==> src/udct_regs.svh <==
// Contract
// - each instance holds a 16-bit count as separate low and high bytes.
// - modes are autoreload, capture and toggle output; captures happen only while counting up.
// - control bits select capture or reload; configuration bits enable toggle output.
// - timer can drive a square wave onto an output pin.
// - select bit clear: count advances on the internal timer clock source.
// - select bit set: each falling edge on count pin steps count by one.
// - clock select picks system_clock, system_clock/2, system_clock/12 or crystal clock/8.
// - decrement enable set: direction pin 1 counts up, 0 counts down.
// - with decrement enable set, direction pin never triggers capture or reload.
// - instances 0 and 1 trigger conversions; all three schedule converter updates.
// - each overflow is a baud source for serial port 0 only, never port 1.
`ifndef UDCT_REGS_SVH
`define UDCT_REGS_SVH
`define UDCT_NUM_TMR 3
`define UDCT_NUM_ADC_TRIG 2
`define UDCT_CNT_MAX 16'hFFFF
`define UDCT_CNT_MIN 16'h0000
`define UDCT_CNT_RST 16'h0000
`define UDCT_DIV2_LAST 4'h1
`define UDCT_DIV12_LAST 4'hB
`define UDCT_DIV8_LAST 3'h7
`define UDCT_CTL_RST 8'h00
`define UDCT_CFG_RST 8'h00
// control register fields
`define UDCT_CTL_CAP_RLD 0
`define UDCT_CTL_CT_SEL 1
`define UDCT_CTL_RUN 2
`define UDCT_CTL_EXT_EN 3
// configuration register fields
`define UDCT_CFG_CKSEL0 3
`define UDCT_CFG_CKSEL1 4
`define UDCT_CFG_TOG_EN 1
`define UDCT_CFG_DCEN 0
`endif

==> src/udct_pkg.sv <==
package udct_pkg;
    typedef enum logic [1:0] {
        UDCT_CK_SYS = 2'h0,
        UDCT_CK_DIV2 = 2'h1,
        UDCT_CK_DIV12 = 2'h2,
        UDCT_CK_XTAL8 = 2'h3
    } udct_cksel_t;

    typedef struct packed {
        logic [7:0] lo;
        logic [7:0] hi;
        logic lo_we;
        logic hi_we;
        logic [7:0] ctl;
        logic [7:0] cfg;
        logic ctl_we;
        logic cfg_we;
        logic ovf_clr;
    } udct_sw_t;

    typedef struct packed {
        logic [7:0] count_low_byte;
        logic [7:0] count_high_byte;
        logic [7:0] cap_lo;
        logic [7:0] cap_hi;
        logic ovf;
        logic ext_flag;
    } udct_st_t;
endpackage : udct_pkg

==> src/udct_timer.sv <==
`timescale 1ns/1ps
`include "udct_regs.svh"
module udct_timer
(
    // clock and reset
    input wire logic mclk,
    input wire logic rst_b,
    // crystal clock sample, synchronous to mclk
    input wire logic crystal_pin_in,
    // software access per instance
    input udct_pkg::udct_sw_t sw [`UDCT_NUM_TMR],
    output udct_pkg::udct_st_t st [`UDCT_NUM_TMR],
    // pins per instance
    input wire logic [`UDCT_NUM_TMR-1:0] count_input_pin,
    input wire logic [`UDCT_NUM_TMR-1:0] direction_input_pin,
    output logic [`UDCT_NUM_TMR-1:0] toggle_out,
    // system events
    output logic [`UDCT_NUM_ADC_TRIG-1:0] adc_start,
    output logic [`UDCT_NUM_TMR-1:0] dac_update,
    output logic [`UDCT_NUM_TMR-1:0] uart0_baud_tick
);
    import udct_pkg::*;

    ////////////////////////////////////////////////////////////////////////
    // shared prescalers
    logic [3:0] div2_q;
    logic [3:0] div12_q;
    logic [2:0] div8_q;
    logic xt_s1_q;
    logic xt_s2_q;
    logic xt_s3_q;
    logic xt_rise;

    assign xt_rise = xt_s2_q & ~xt_s3_q;

    always_ff @(posedge mclk or negedge rst_b)
    begin
        if (!rst_b)
        begin
            div2_q <= 4'h0;
            div12_q <= 4'h0;
        end
        else
        begin
            div2_q <= (div2_q == `UDCT_DIV2_LAST) ? 4'h0 : div2_q + 4'h1;
            div12_q <= (div12_q == `UDCT_DIV12_LAST) ? 4'h0 : div12_q + 4'h1;
        end
    end

    always_ff @(posedge mclk or negedge rst_b)
    begin
        if (!rst_b)
        begin
            xt_s1_q <= 1'b0;
            xt_s2_q <= 1'b0;
            xt_s3_q <= 1'b0;
            div8_q <= 3'h0;
        end
        else
        begin
            xt_s1_q <= crystal_pin_in;
            xt_s2_q <= xt_s1_q;
            xt_s3_q <= xt_s2_q;
            if (xt_rise)
                div8_q <= div8_q + 3'h1;
        end
    end

    ////////////////////////////////////////////////////////////////////////
    // per instance timers
    genvar g;
    generate
        for (g = 0; g < `UDCT_NUM_TMR; g++)
        begin : gen_tmr
            logic [15:0] cnt_q;
            logic [15:0] rld_q;
            logic [7:0] ctl_q;
            logic [7:0] cfg_q;
            logic ovf_q;
            logic exf_q;
            logic tog_q;
            logic ovf_p_q;
            logic ct_s1_q, ct_s2_q, ct_s3_q;
            logic dr_s1_q, dr_s2_q, dr_s3_q;
            logic tick;
            logic up;
            logic wrap;
            logic ext_evt;
            udct_cksel_t cksel;

            // two-flop synchronisers plus a history stage
            always_ff @(posedge mclk or negedge rst_b)
            begin
                if (!rst_b)
                begin
                    ct_s1_q <= 1'b1;
                    ct_s2_q <= 1'b1;
                    ct_s3_q <= 1'b1;
                    dr_s1_q <= 1'b1;
                    dr_s2_q <= 1'b1;
                    dr_s3_q <= 1'b1;
                end
                else
                begin
                    ct_s1_q <= count_input_pin[g];
                    ct_s2_q <= ct_s1_q;
                    ct_s3_q <= ct_s2_q;
                    dr_s1_q <= direction_input_pin[g];
                    dr_s2_q <= dr_s1_q;
                    dr_s3_q <= dr_s2_q;
                end
            end

            assign cksel = udct_cksel_t'({cfg_q[`UDCT_CFG_CKSEL1], cfg_q[`UDCT_CFG_CKSEL0]});

            always_comb
            begin
                if (ctl_q[`UDCT_CTL_CT_SEL])
                    tick = ~ct_s2_q & ct_s3_q;
                else
                begin
                    unique case (cksel)
                        UDCT_CK_SYS: tick = 1'b1;
                        UDCT_CK_DIV2: tick = (div2_q == `UDCT_DIV2_LAST);
                        UDCT_CK_DIV12: tick = (div12_q == `UDCT_DIV12_LAST);
                        UDCT_CK_XTAL8: tick = xt_rise && (div8_q == `UDCT_DIV8_LAST);
                    endcase
                end
                tick = tick & ctl_q[`UDCT_CTL_RUN];
            end

            // direction pin only steers direction when decrement is enabled
            assign up = cfg_q[`UDCT_CFG_DCEN] ? dr_s2_q : 1'b1;
            assign ext_evt = ~cfg_q[`UDCT_CFG_DCEN] & ctl_q[`UDCT_CTL_EXT_EN]
                & ~dr_s2_q & dr_s3_q;
            assign wrap = tick & (up ? (cnt_q == `UDCT_CNT_MAX) : (cnt_q == rld_q));

            always_ff @(posedge mclk or negedge rst_b)
            begin
                if (!rst_b)
                begin
                    ctl_q <= `UDCT_CTL_RST;
                    cfg_q <= `UDCT_CFG_RST;
                end
                else
                begin
                    if (sw[g].ctl_we)
                        ctl_q <= sw[g].ctl;
                    if (sw[g].cfg_we)
                        cfg_q <= sw[g].cfg;
                end
            end

            // counter
            always_ff @(posedge mclk or negedge rst_b)
            begin
                if (!rst_b)
                begin
                    cnt_q <= `UDCT_CNT_RST;
                end
                else
                begin
                    if (wrap)
                        cnt_q <= up ? rld_q : `UDCT_CNT_MAX;
                    else if (tick)
                        cnt_q <= up ? cnt_q + 16'h1 : cnt_q - 16'h1;
                    else if (ext_evt && !ctl_q[`UDCT_CTL_CAP_RLD])
                        cnt_q <= rld_q;
                    if (sw[g].lo_we)
                        cnt_q[7:0] <= sw[g].lo;
                    if (sw[g].hi_we)
                        cnt_q[15:8] <= sw[g].hi;
                end
            end

            // reload/capture register
            always_ff @(posedge mclk or negedge rst_b)
            begin
                if (!rst_b)
                    rld_q <= `UDCT_CNT_RST;
                else if (ext_evt && ctl_q[`UDCT_CTL_CAP_RLD])
                    rld_q <= cnt_q;
            end

            // flags: set wins over clear
            always_ff @(posedge mclk or negedge rst_b)
            begin
                if (!rst_b)
                begin
                    ovf_q <= 1'b0;
                    exf_q <= 1'b0;
                end
                else
                begin
                    ovf_q <= wrap | (ovf_q & ~sw[g].ovf_clr);
                    exf_q <= ext_evt | (exf_q & ~sw[g].ovf_clr);
                end
            end

            // square wave output
            always_ff @(posedge mclk or negedge rst_b)
            begin
                if (!rst_b)
                    tog_q <= 1'b0;
                else if (wrap && cfg_q[`UDCT_CFG_TOG_EN])
                    tog_q <= ~tog_q;
            end

            // overflow events leave one cycle after the wrap
            always_ff @(posedge mclk or negedge rst_b)
            begin
                if (!rst_b)
                    ovf_p_q <= 1'b0;
                else
                    ovf_p_q <= wrap;
            end

            assign toggle_out[g] = tog_q;
            assign dac_update[g] = ovf_p_q;
            assign uart0_baud_tick[g] = ovf_p_q;
            assign st[g] = '{count_low_byte: cnt_q[7:0], count_high_byte: cnt_q[15:8],
                cap_lo: rld_q[7:0], cap_hi: rld_q[15:8], ovf: ovf_q, ext_flag: exf_q};
            if (g < `UDCT_NUM_ADC_TRIG)
            begin : gen_adc
                assign adc_start[g] = ovf_p_q;
            end
        end
    endgenerate
endmodule : udct_timer

==> config.mk <==
export PLATFORM = sky130hd
export DESIGN_NAME = udct_timer
export DESIGN_NICKNAME = d
export VERILOG_FILES = /design/src/udct_pkg.sv /design/src/udct_timer.sv
export VERILOG_INCLUDE_DIRS = /design/src
export SDC_FILE = /design/constraint.sdc
export NUM_CORES = 1
export LEC_CHECK = 0
export BUFFER_PORTS_ARGS = -buffer_cell sky130_fd_sc_hd__buf_2
export CAP_MARGIN = 20
export CORE_UTILIZATION = 30
export CTS_CLUSTER_DIAMETER = 30
export DETAILED_ROUTE_END_ITERATION = 16
export PLACE_DENSITY = 0.53
export SYNTH_ARGS = -nofsm -noshare
export SYNTH_HDL_FRONTEND = slang
export SYNTH_SLANG_ARGS = --single-unit
==> constraint.sdc <==
create_clock -name mclk -period 4.53 [get_ports mclk]
set_clock_uncertainty 0.15 [all_clocks]
set_input_delay 0.906 -clock mclk [delete_from_list [all_inputs] [get_ports mclk]]
set_output_delay 0.906 -clock mclk [all_outputs]
set_load 0.1 [all_outputs]
Word-level counts from Yosys, hierarchy flattened. Cells that the tools add are included.

Reduce and logical (&&, ||, !) cells: 22. Muxes and demuxes: 35. Add/sub/neg operators: 9. Bitwise operators: 47. Equal/unequal tests: 18.

Operators by type and width (number): $mux 16 (15); $add 16x1->16 const B (3); $eq 16x16->1 (3); $eq 16x16->1 const B (3); $mux 8 (6); $sub 16x1->16 const B (3); $and 1x1->1 (25); $reduce_bool 4->1 (6); $not 1->1 (16); $eq 2x2->1 const B (6); $pmux 1 s4 (3); $logic_and 1x1->1 (10); $mux 1 (9); $add 4x1->4 const B (2); $mux 4 (2); $eq 2x1->1 const B (3); $logic_not 2->1 (3); $or 1x1->1 (6); $eq 4x1->1 const B (1); $eq 4x4->1 const B (1); $add 3x1->3 const B (1); $eq 3x3->1 const B (1); $logic_not 1->1 (3).

Output and inout port bits: 113. Word-level logic and storage cells: 182. Flip-flop bits (word level): 167. Input bits: 120.

Longest topological paths before layout. Gate-level depths: netlist (run 1).

Word-level depth: 9. Depth in mapped cells: 13. Mapped depth without buffers: 10.

Worst setup path after synthesis (run 1). No wires, ideal clock.

Path type: reg-to-reg. From: register gen_tmr[1].dr_s2_q. To: register gen_tmr[1].cnt_q[8]. Path buffers: 4. Setup slack: 1179 ps. Data required time: 4242 ps. Data arrival time: 3063 ps. Clock period less this slack: 3351 ps. Cell stages (with the launch flop): 14. Library setup time: 138 ps. Cell sequence: dfstp_2 -> nand2b_1 -> buf_2 -> buf_2 -> buf_1 -> buf_2 -> xnor2_1 -> ha_1 -> a21oi_1 -> a221oi_1 -> mux2_2 -> xnor2_1 -> o221ai_1 -> o211ai_1.

Longest elaborated chain between the ends: 5. Elaborated cells between the ends (all ways): 13. Classes of those cells: mux (7); bitwise (4); reduce/logical (2).

Ends and longest elaborated chain: from (decl) (line udct_timer.sv:84) `logic dr_s1_q, dr_s2_q, dr_s3_q;`; from (signal assigned) (line udct_timer.sv:109) `dr_s2_q <= dr_s1_q;`; $mux 1 or $not 1->1 (tied branches) (line udct_timer.sv:133, udct_timer.sv:135); $mux 16, or another cell as far along (line udct_timer.sv:166) `cnt_q <= up ? cnt_q + 16'h1 : cnt_q - 16'h1;`; $mux 16, or another cell as far along (line udct_timer.sv:165) `else if (tick)`; $mux 16 or $logic_and 1x1->1 (tied branches) (line udct_timer.sv:163, udct_timer.sv:167); $mux 8 or $reduce_bool 4->1 (tied branches); to (signal assigned) (line udct_timer.sv:164) `` cnt_q <= up ? rld_q : `UDCT_CNT_MAX; ``; to (signal assigned) (line udct_timer.sv:166); to (signal assigned) (line udct_timer.sv:172) `cnt_q[15:8] <= sw[g].hi;`; to (decl) (line udct_timer.sv:75) `logic [15:0] cnt_q;`.

Several ways; a longest one is shown, not always the timed one. A chain may end at the register's enable or synchronous reset.

Final worst setup path (run 1).
From: register gen_tmr[2].dr_s2_q. To: register gen_tmr[2].cnt_q[5].

Longest elaborated chain between the ends: 5. Elaborated cells between the ends (all ways): 13. Classes of those cells: mux (7); bitwise (4); reduce/logical (2).

Ends and longest elaborated chain: from (decl) (line udct_timer.sv:84); from (signal assigned) (line udct_timer.sv:109); $mux 1 or $not 1->1 (tied branches) (line udct_timer.sv:133, udct_timer.sv:135); $mux 16, or another cell as far along (line udct_timer.sv:166); $mux 16, or another cell as far along (line udct_timer.sv:165); $mux 16 or $logic_and 1x1->1 (tied branches) (line udct_timer.sv:163, udct_timer.sv:167); $mux 8 or $reduce_bool 4->1 (tied branches); to (signal assigned) (line udct_timer.sv:164); to (signal assigned) (line udct_timer.sv:166); to (signal assigned) (line udct_timer.sv:170) `cnt_q[7:0] <= sw[g].lo;`; to (decl) (line udct_timer.sv:75).

Several ways; a longest one is shown, not always the timed one.

==> flow_summary_export.csv, run 1 <==
group,metric,value,unit
setup_path,crit_slowest_cell,"dfstp_2",
route,met3_length,2050,um
timing,setup_viol,0,
setup_path,worst_path_largest_cell_delay,0.73,ns
cells_and_area,nets,1495,
power,max-vdd-ir-drop,550,uV
cts,cts-resized-gates,0,
timing,rsz0062_at_grt,"no",
route,wl_per_cell,18.9,um
cts,clk_path_buf_depth,2,
cts,cts_tree,"built",
timing,relSlewSlack,0.316,
global_route,grt-ovfl-total,0,
setup_path,crit_buf_inv,1,
synthesis,synthArstFlopShare,1.00,
synthesis,synth_top_area_cell,"dfrtp_1",
floorplanning,die_h,192,um
synthesis,syn-instance-count,1231,
synthesis,synth_area,10800,um2
synthesis,syn_area_per_cell,8.79,um2
timing,drv_slew,0,
setup_path,critical_path_depth,8,
setup_path,critPathRequiredTime,4.69,ns
synthesis,ys_top_cells_by_count,"nand2_1 (174), dfrtp_1 (146), a21oi_1 (104), clkbuf_1 (75), mux2_2 (69)",
route,antenna_left,0,
synthesis,yosysWarnings,0,
place,port-buffer-count,208,
route,topRoutingLayerUsed,"met4",
cts,cts-buffers-inserted,17,
timing,finalSetupTns,0,ns
worst_hold_path,hold_class,"reg2reg",
synthesis,ys_seq_elements,164,
synthesis,syn-num-nets,1357,
route,drtIter0Drc,755,
setup_path,crit_path_cell_trace,"nand2b_1 > buf_4 > nand3_1 > a32o_1 > nor4_4 > nand2_1 > o221ai_1 > o211ai_1",
synthesis,synth_cell_types,75,
synthesis,synth_top_area_share,0.337,
outcome,status,"completed",
cts,post_cts.repair.setup_buffers,0,
cts,ctsHoldBuffers,0,
route,wl_met2,15900,um
cts,cts.htree.levels,4,
global_route,antenna_found_initial,2,
timing,finalHoldViolCount,0,
worst_hold_path,whs_path_depth,0,
floorplanning,start_util,0.304,
route,wl,34900,um
floorplanning,rows,69,
setup_path,crit_fanout,15,
route,drc,0,
global_route,first_global_vias,9378,
place,place_area,12100,um2
power,p_leak,5.25,nW
place,place.gp.congestion,0.932,
global_route,grt_max_degree,92,
setup_path,reg2reg_depth,8,
floorplanning,die_x,192,um
setup_path,end_kind,"flop",
setup_path,startpoint_type,"flop",
setup_path,critical_path.top_delay_family,"simple AND/OR/NAND/NOR gates",
synthesis,ys.flop_type,"dfrtp_1",
cells_and_area,drive_gt1_frac,0.265,
synthesis,synth_edf_count,0,
floorplanning,die_area,36800,um2
cells_and_area,area_growth,17.6,%
global_route,track_usage,0.190,
cts,clk_pin_slew,0.07,ns
timing,min_period,3.62,ns
synthesis,yosysSeqAreaShare,0.381,
cts,cts_sinks,164,
global_route,grt_pass1_wl,54400,um
cts,cts_root_buf,"clkbuf_16",
timing,worstMarginPinSlew,1.02,ns
synthesis,yosysMostFrequentCell,"nand2_1",
floorplanning,core,35600,um2
place,dp_hpwl,24600,um
route,dr_total_vias,10100,
timing,timing.fmax,276,MHz
route,drt_pre_antenna_iters,5,
floorplanning,pin_count,233,
route,wl_met1,16400,um
setup_path,crit_type,"reg2reg",
synthesis,yosys-top-cells-area,"dfrtp_1 (34%), mux2_2 (7.2%), nand2_1 (6.0%), a21oi_1 (4.8%), dfstp_2 (4.4%)",
cells_and_area,final_area,12700,um2
route,routed_via_density,5.46,
power,powerDensity,563,nW/um2
setup_path,worstPathArrival,3.79,ns
timing,fin_crit_sh,0.800,
cts,insertion_delay,0.46,ns
job,cap_viol_max_count,0,
==> sequential cells by signal, summed over array words and instances (netlist names), 4 cells and up <==
name,cells
div12_q,4
div2_q,4
gen_tmr.cfg_q,12
gen_tmr.cnt_q,48
gen_tmr.ctl_q,12
gen_tmr.rld_q,48
==> worst paths after layout <==
kind | from | endpoint | slack, ns
worst max register to register | gen_tmr[2].dr_s2_q$_DFF_PN1_ | gen_tmr[2].cnt_q[5]$_DFFE_PN0P_ | 0.91
min in group asynchronous | rst_b | gen_tmr[1].exf_q$_DFF_PN0_ | 0.36
worst max-delay path | gen_tmr[2].dr_s2_q$_DFF_PN1_ | gen_tmr[2].cnt_q[5]$_DFFE_PN0P_ | 0.91
max in group asynchronous | rst_b | gen_tmr[1].dr_s2_q$_DFF_PN1_ | 2.87
worst min-delay path | gen_tmr[2].ct_s1_q$_DFF_PN1_ | gen_tmr[2].ct_s2_q$_DFF_PN1_ | 0.21
worst min register to register | gen_tmr[2].ct_s1_q$_DFF_PN1_ | gen_tmr[2].ct_s2_q$_DFF_PN1_ | 0.21
==> power breakdown <==
| group | switching [mW] | total, mW | leakage [nW] | internal (mW) |
|---|---|---|---|---|
| Combinational | 2.50 | 3.23 | 2.99 | 0.728 |
| Sequential | 0.676 | 2.43 | 1.98 | 1.75 |
| Clock | 0.720 | 1.51 | 0.284 | 0.786 |
==> through the flow <==
| stage | util | cells | power (mW) | worst slack (ns) | hold slack (ns) |
|---|---|---|---|---|---|
| after floorplan | - | 1231 | 4.94 | 1.18 | 0.181 |
| after global placement | 0.341 | 1810 | 5.65 | 1.03 | 0.184 |
| after detailed placement | 0.341 | 1811 | 5.68 | 0.962 | 0.197 |
| after CTS | 0.358 | 1843 | 7.22 | 0.935 | 0.207 |
| after global routing | 0.358 | 1843 | 7.51 | 0.685 | 0.213 |
| final | 0.358 | 1844 | 7.17 | 0.907 | 0.207 |
==> cells in the final DEF, fill, tap and decap left out, types with 20 or more instances in the layout <==
cell type	synthesis	final
mux2_2	69	69
buf_4	19	24
nor3_1	39	39
xnor2_1	40	40
nor2_1	59	59
xor2_1	33	33
inv_1	24	24
a21oi_1	104	104
nand2_1	174	174
o221ai_1	25	25
nor4_1	20	20
nand3_1	22	22
dfrtp_1	146	146
mux2i_1	22	22
buf_2	12	207
o211ai_1	20	20
o21ai_0	42	42
==> per-layer routing <==
metal	global-route usage	vias up
met1	0.266	4943
li1	-	4780
met4	0.0507	0
met3	0.0422	40
met5	0	-
met2	0.293	303
==> area by class of cell <==
cell class              instances  area [um2]
multi-input cells             929        6090
inverters                      24        90.1
clock inverters                14         164
fillers                      3692       22800
well taps                     461         577
clock buffers                  18         429
flip-flops and latches        164        4130
repair buffers                233        1240
diodes                          1        2.50
==> logic make-up after synthesis <==
| kind of cell | count (synthesis) | synth area share |
|---|---|---|
| flip-flops | 164 | 0.381 |
| adder cells (fa/ha/maj) | 6 | 0.00693 |
| AND/OR/NAND/NOR | 465 | 0.226 |
| multiplexers | 91 | 0.0921 |
| XOR/XNOR | 73 | 0.0591 |
| AO/OA/AOI/OAI | 294 | 0.178 |
| buffers and inverters | 138 | 0.0565 |
Power figures use the tool's default switching activity.
==> inputs of run 2 (changes only) <==
clock period = 3.4 ns   (was 4.53 ns; I/O delays follow)
==> flow_summary_export.csv, run 2 (synthesized netlist as in run 1, its figures left out) <==
group,metric,value,unit
route,wl,35500,um
cells_and_area,drive_gt1_frac,0.287,
route,routed_via_density,5.45,
power,powerDensity,733,nW/um2
place,place.gp.congestion,0.912,
setup_path,crit_path_cell_trace,"nand2b_1 > buf_4 > a32o_1 > o32ai_1 > nor4_4 > nand2_1 > o221ai_1 > o211ai_1",
place,port-buffer-count,208,
route,drc,0,
route,wl_met2,16400,um
job,cap_viol_max_count,0,
floorplanning,core,35600,um2
cts,cts_sinks,164,
global_route,first_global_vias,9680,
floorplanning,die_area,36800,um2
floorplanning,pin_count,233,
setup_path,crit_slowest_cell,"dfstp_2",
global_route,antenna_found_initial,4,
cts,cts-buffers-inserted,17,
setup_path,crit_type,"reg2reg",
timing,fin_crit_sh,0.928,
route,dr_total_vias,10300,
setup_path,worst_path_largest_cell_delay,0.67,ns
cells_and_area,final_cells,1890,
setup_path,end_kind,"flop",
worst_hold_path,hold_class,"in2async",
global_route,grt-ovfl-total,0,
cells_and_area,final_area,13000,um2
cells_and_area,final_cell_mix,"buf_2 (207), nand2_1 (174), dfrtp_1 (146)",
timing,timing.fmax,317,MHz
timing,finalHoldViolCount,0,
floorplanning,rows,69,
timing,worstMarginPinSlew,1.11,ns
global_route,grt_max_degree,72,
outcome,status,"completed",
cells_and_area,layout_commonest_cell,"buf_2",
route,wl_met1,16300,um
floorplanning,start_util,0.304,
place,place_area,12500,um2
global_route,track_usage,0.193,
route,met3_length,2320,um
cts,cts_tree,"built",
cts,cts.htree.levels,4,
timing,min_period,3.15,ns
cts,cts_root_buf,"clkbuf_16",
floorplanning,die_x,192,um
global_route,grt_pass1_wl,55100,um
cells_and_area,nets,1538,
cts,clk_path_buf_depth,2,
cts,insertion_delay,0.45,ns
cts,clk_pin_slew,0.08,ns
timing,finalSetupTns,0,ns
timing,fin_hold_ws,0.0947,ns
cells_and_area,reg_top3,"gen_tmr.cnt_q: 48 flops, gen_tmr.rld_q: 48 flops",
setup_path,crit_fanout,11,
route,antenna_left,0,
setup_path,startpoint_type,"flop",
cts,ctsHoldBuffers,0,
timing,drv_slew,0,
route,drtIter0Drc,621,
power,p_leak,5.45,nW
timing,relSlewSlack,0.255,
timing,setup_viol,0,
setup_path,worstPathArrival,3.32,ns
route,topRoutingLayerUsed,"met4",
setup_path,critPathRequiredTime,3.56,ns
place,dp_cells,1854,
power,max-vdd-ir-drop,686,uV
route,drt_pre_antenna_iters,5,
floorplanning,die_h,192,um
cts,cts-resized-gates,0,
cts,post_cts.repair.setup_buffers,0,
route,wl_per_cell,18.8,um
cells_and_area,area_growth,20.4,%
timing,rsz0062_at_grt,"no",
place,dp_hpwl,25300,um
run 2: worst paths after layout:
check | start | endpoint | slack (ns) | cells after the start
min in group mclk | count_input_pin[1] | gen_tmr[1].ct_s1_q$_DFF_PN1_ | 0.17 | 1
min reg2reg | gen_tmr[2].ct_s1_q$_DFF_PN1_ | gen_tmr[2].ct_s2_q$_DFF_PN1_ | 0.21 | 0
min | rst_b | gen_tmr[1].rld_q[10]$_DFFE_PN0P_ | 0.09 | 1
max in group asynchronous | rst_b | gen_tmr[0].rld_q[5]$_DFFE_PN0P_ | 2.14 | 2
max reg2reg | gen_tmr[1].dr_s2_q$_DFF_PN1_ | gen_tmr[1].cnt_q[7]$_DFFE_PN0P_ | 0.25 | 8
max | gen_tmr[1].dr_s2_q$_DFF_PN1_ | gen_tmr[1].cnt_q[7]$_DFFE_PN0P_ | 0.25 | 8
run 2: routing by layer:
layer / track usage / vias to the layer above
met3: 0.0407 / 29
met2: 0.306 / 374
met4: 0.0479 / 0
li1: - / 4879
met1: 0.265 / 5013
met5: 0 / -
run 2: through the flow:
step           worst slack, ns  utilization  total power, mW
6_report                 0.245        0.367             9.56
5_1_grt                 0.0166        0.366             10.0
4_1_cts                  0.262        0.366             9.64
3_5_place_dp             0.264        0.351             7.68
3_3_place_gp             0.267        0.351             7.64
2_1_floorplan           0.0490            -             6.58
run 2: area by class of cell:
type | count | area (um2)
fillers | 3643 | 22500
multi-input cells | 929 | 6090
flip-flops and latches | 164 | 4130
repair buffers | 276 | 1580
well taps | 461 | 577
clock buffers | 19 | 443
clock inverters | 13 | 115
inverters | 24 | 90.1
diodes | 4 | 10.0
run 2: power breakdown:
group          switching (mW)  internal (mW)  total (mW)
Combinational            3.53           1.06        4.59
Sequential              0.732           2.34        3.07
Clock                   0.920          0.981        1.90
Total                    5.18           4.38        9.56
run 2: worst max-delay path: cells and delay by family (launching register included):
family	cells	cell delay (ns)
compound gates	4	0.68
flops	1	0.67
buf+inv	1	0.25
simple gates	3	1.26
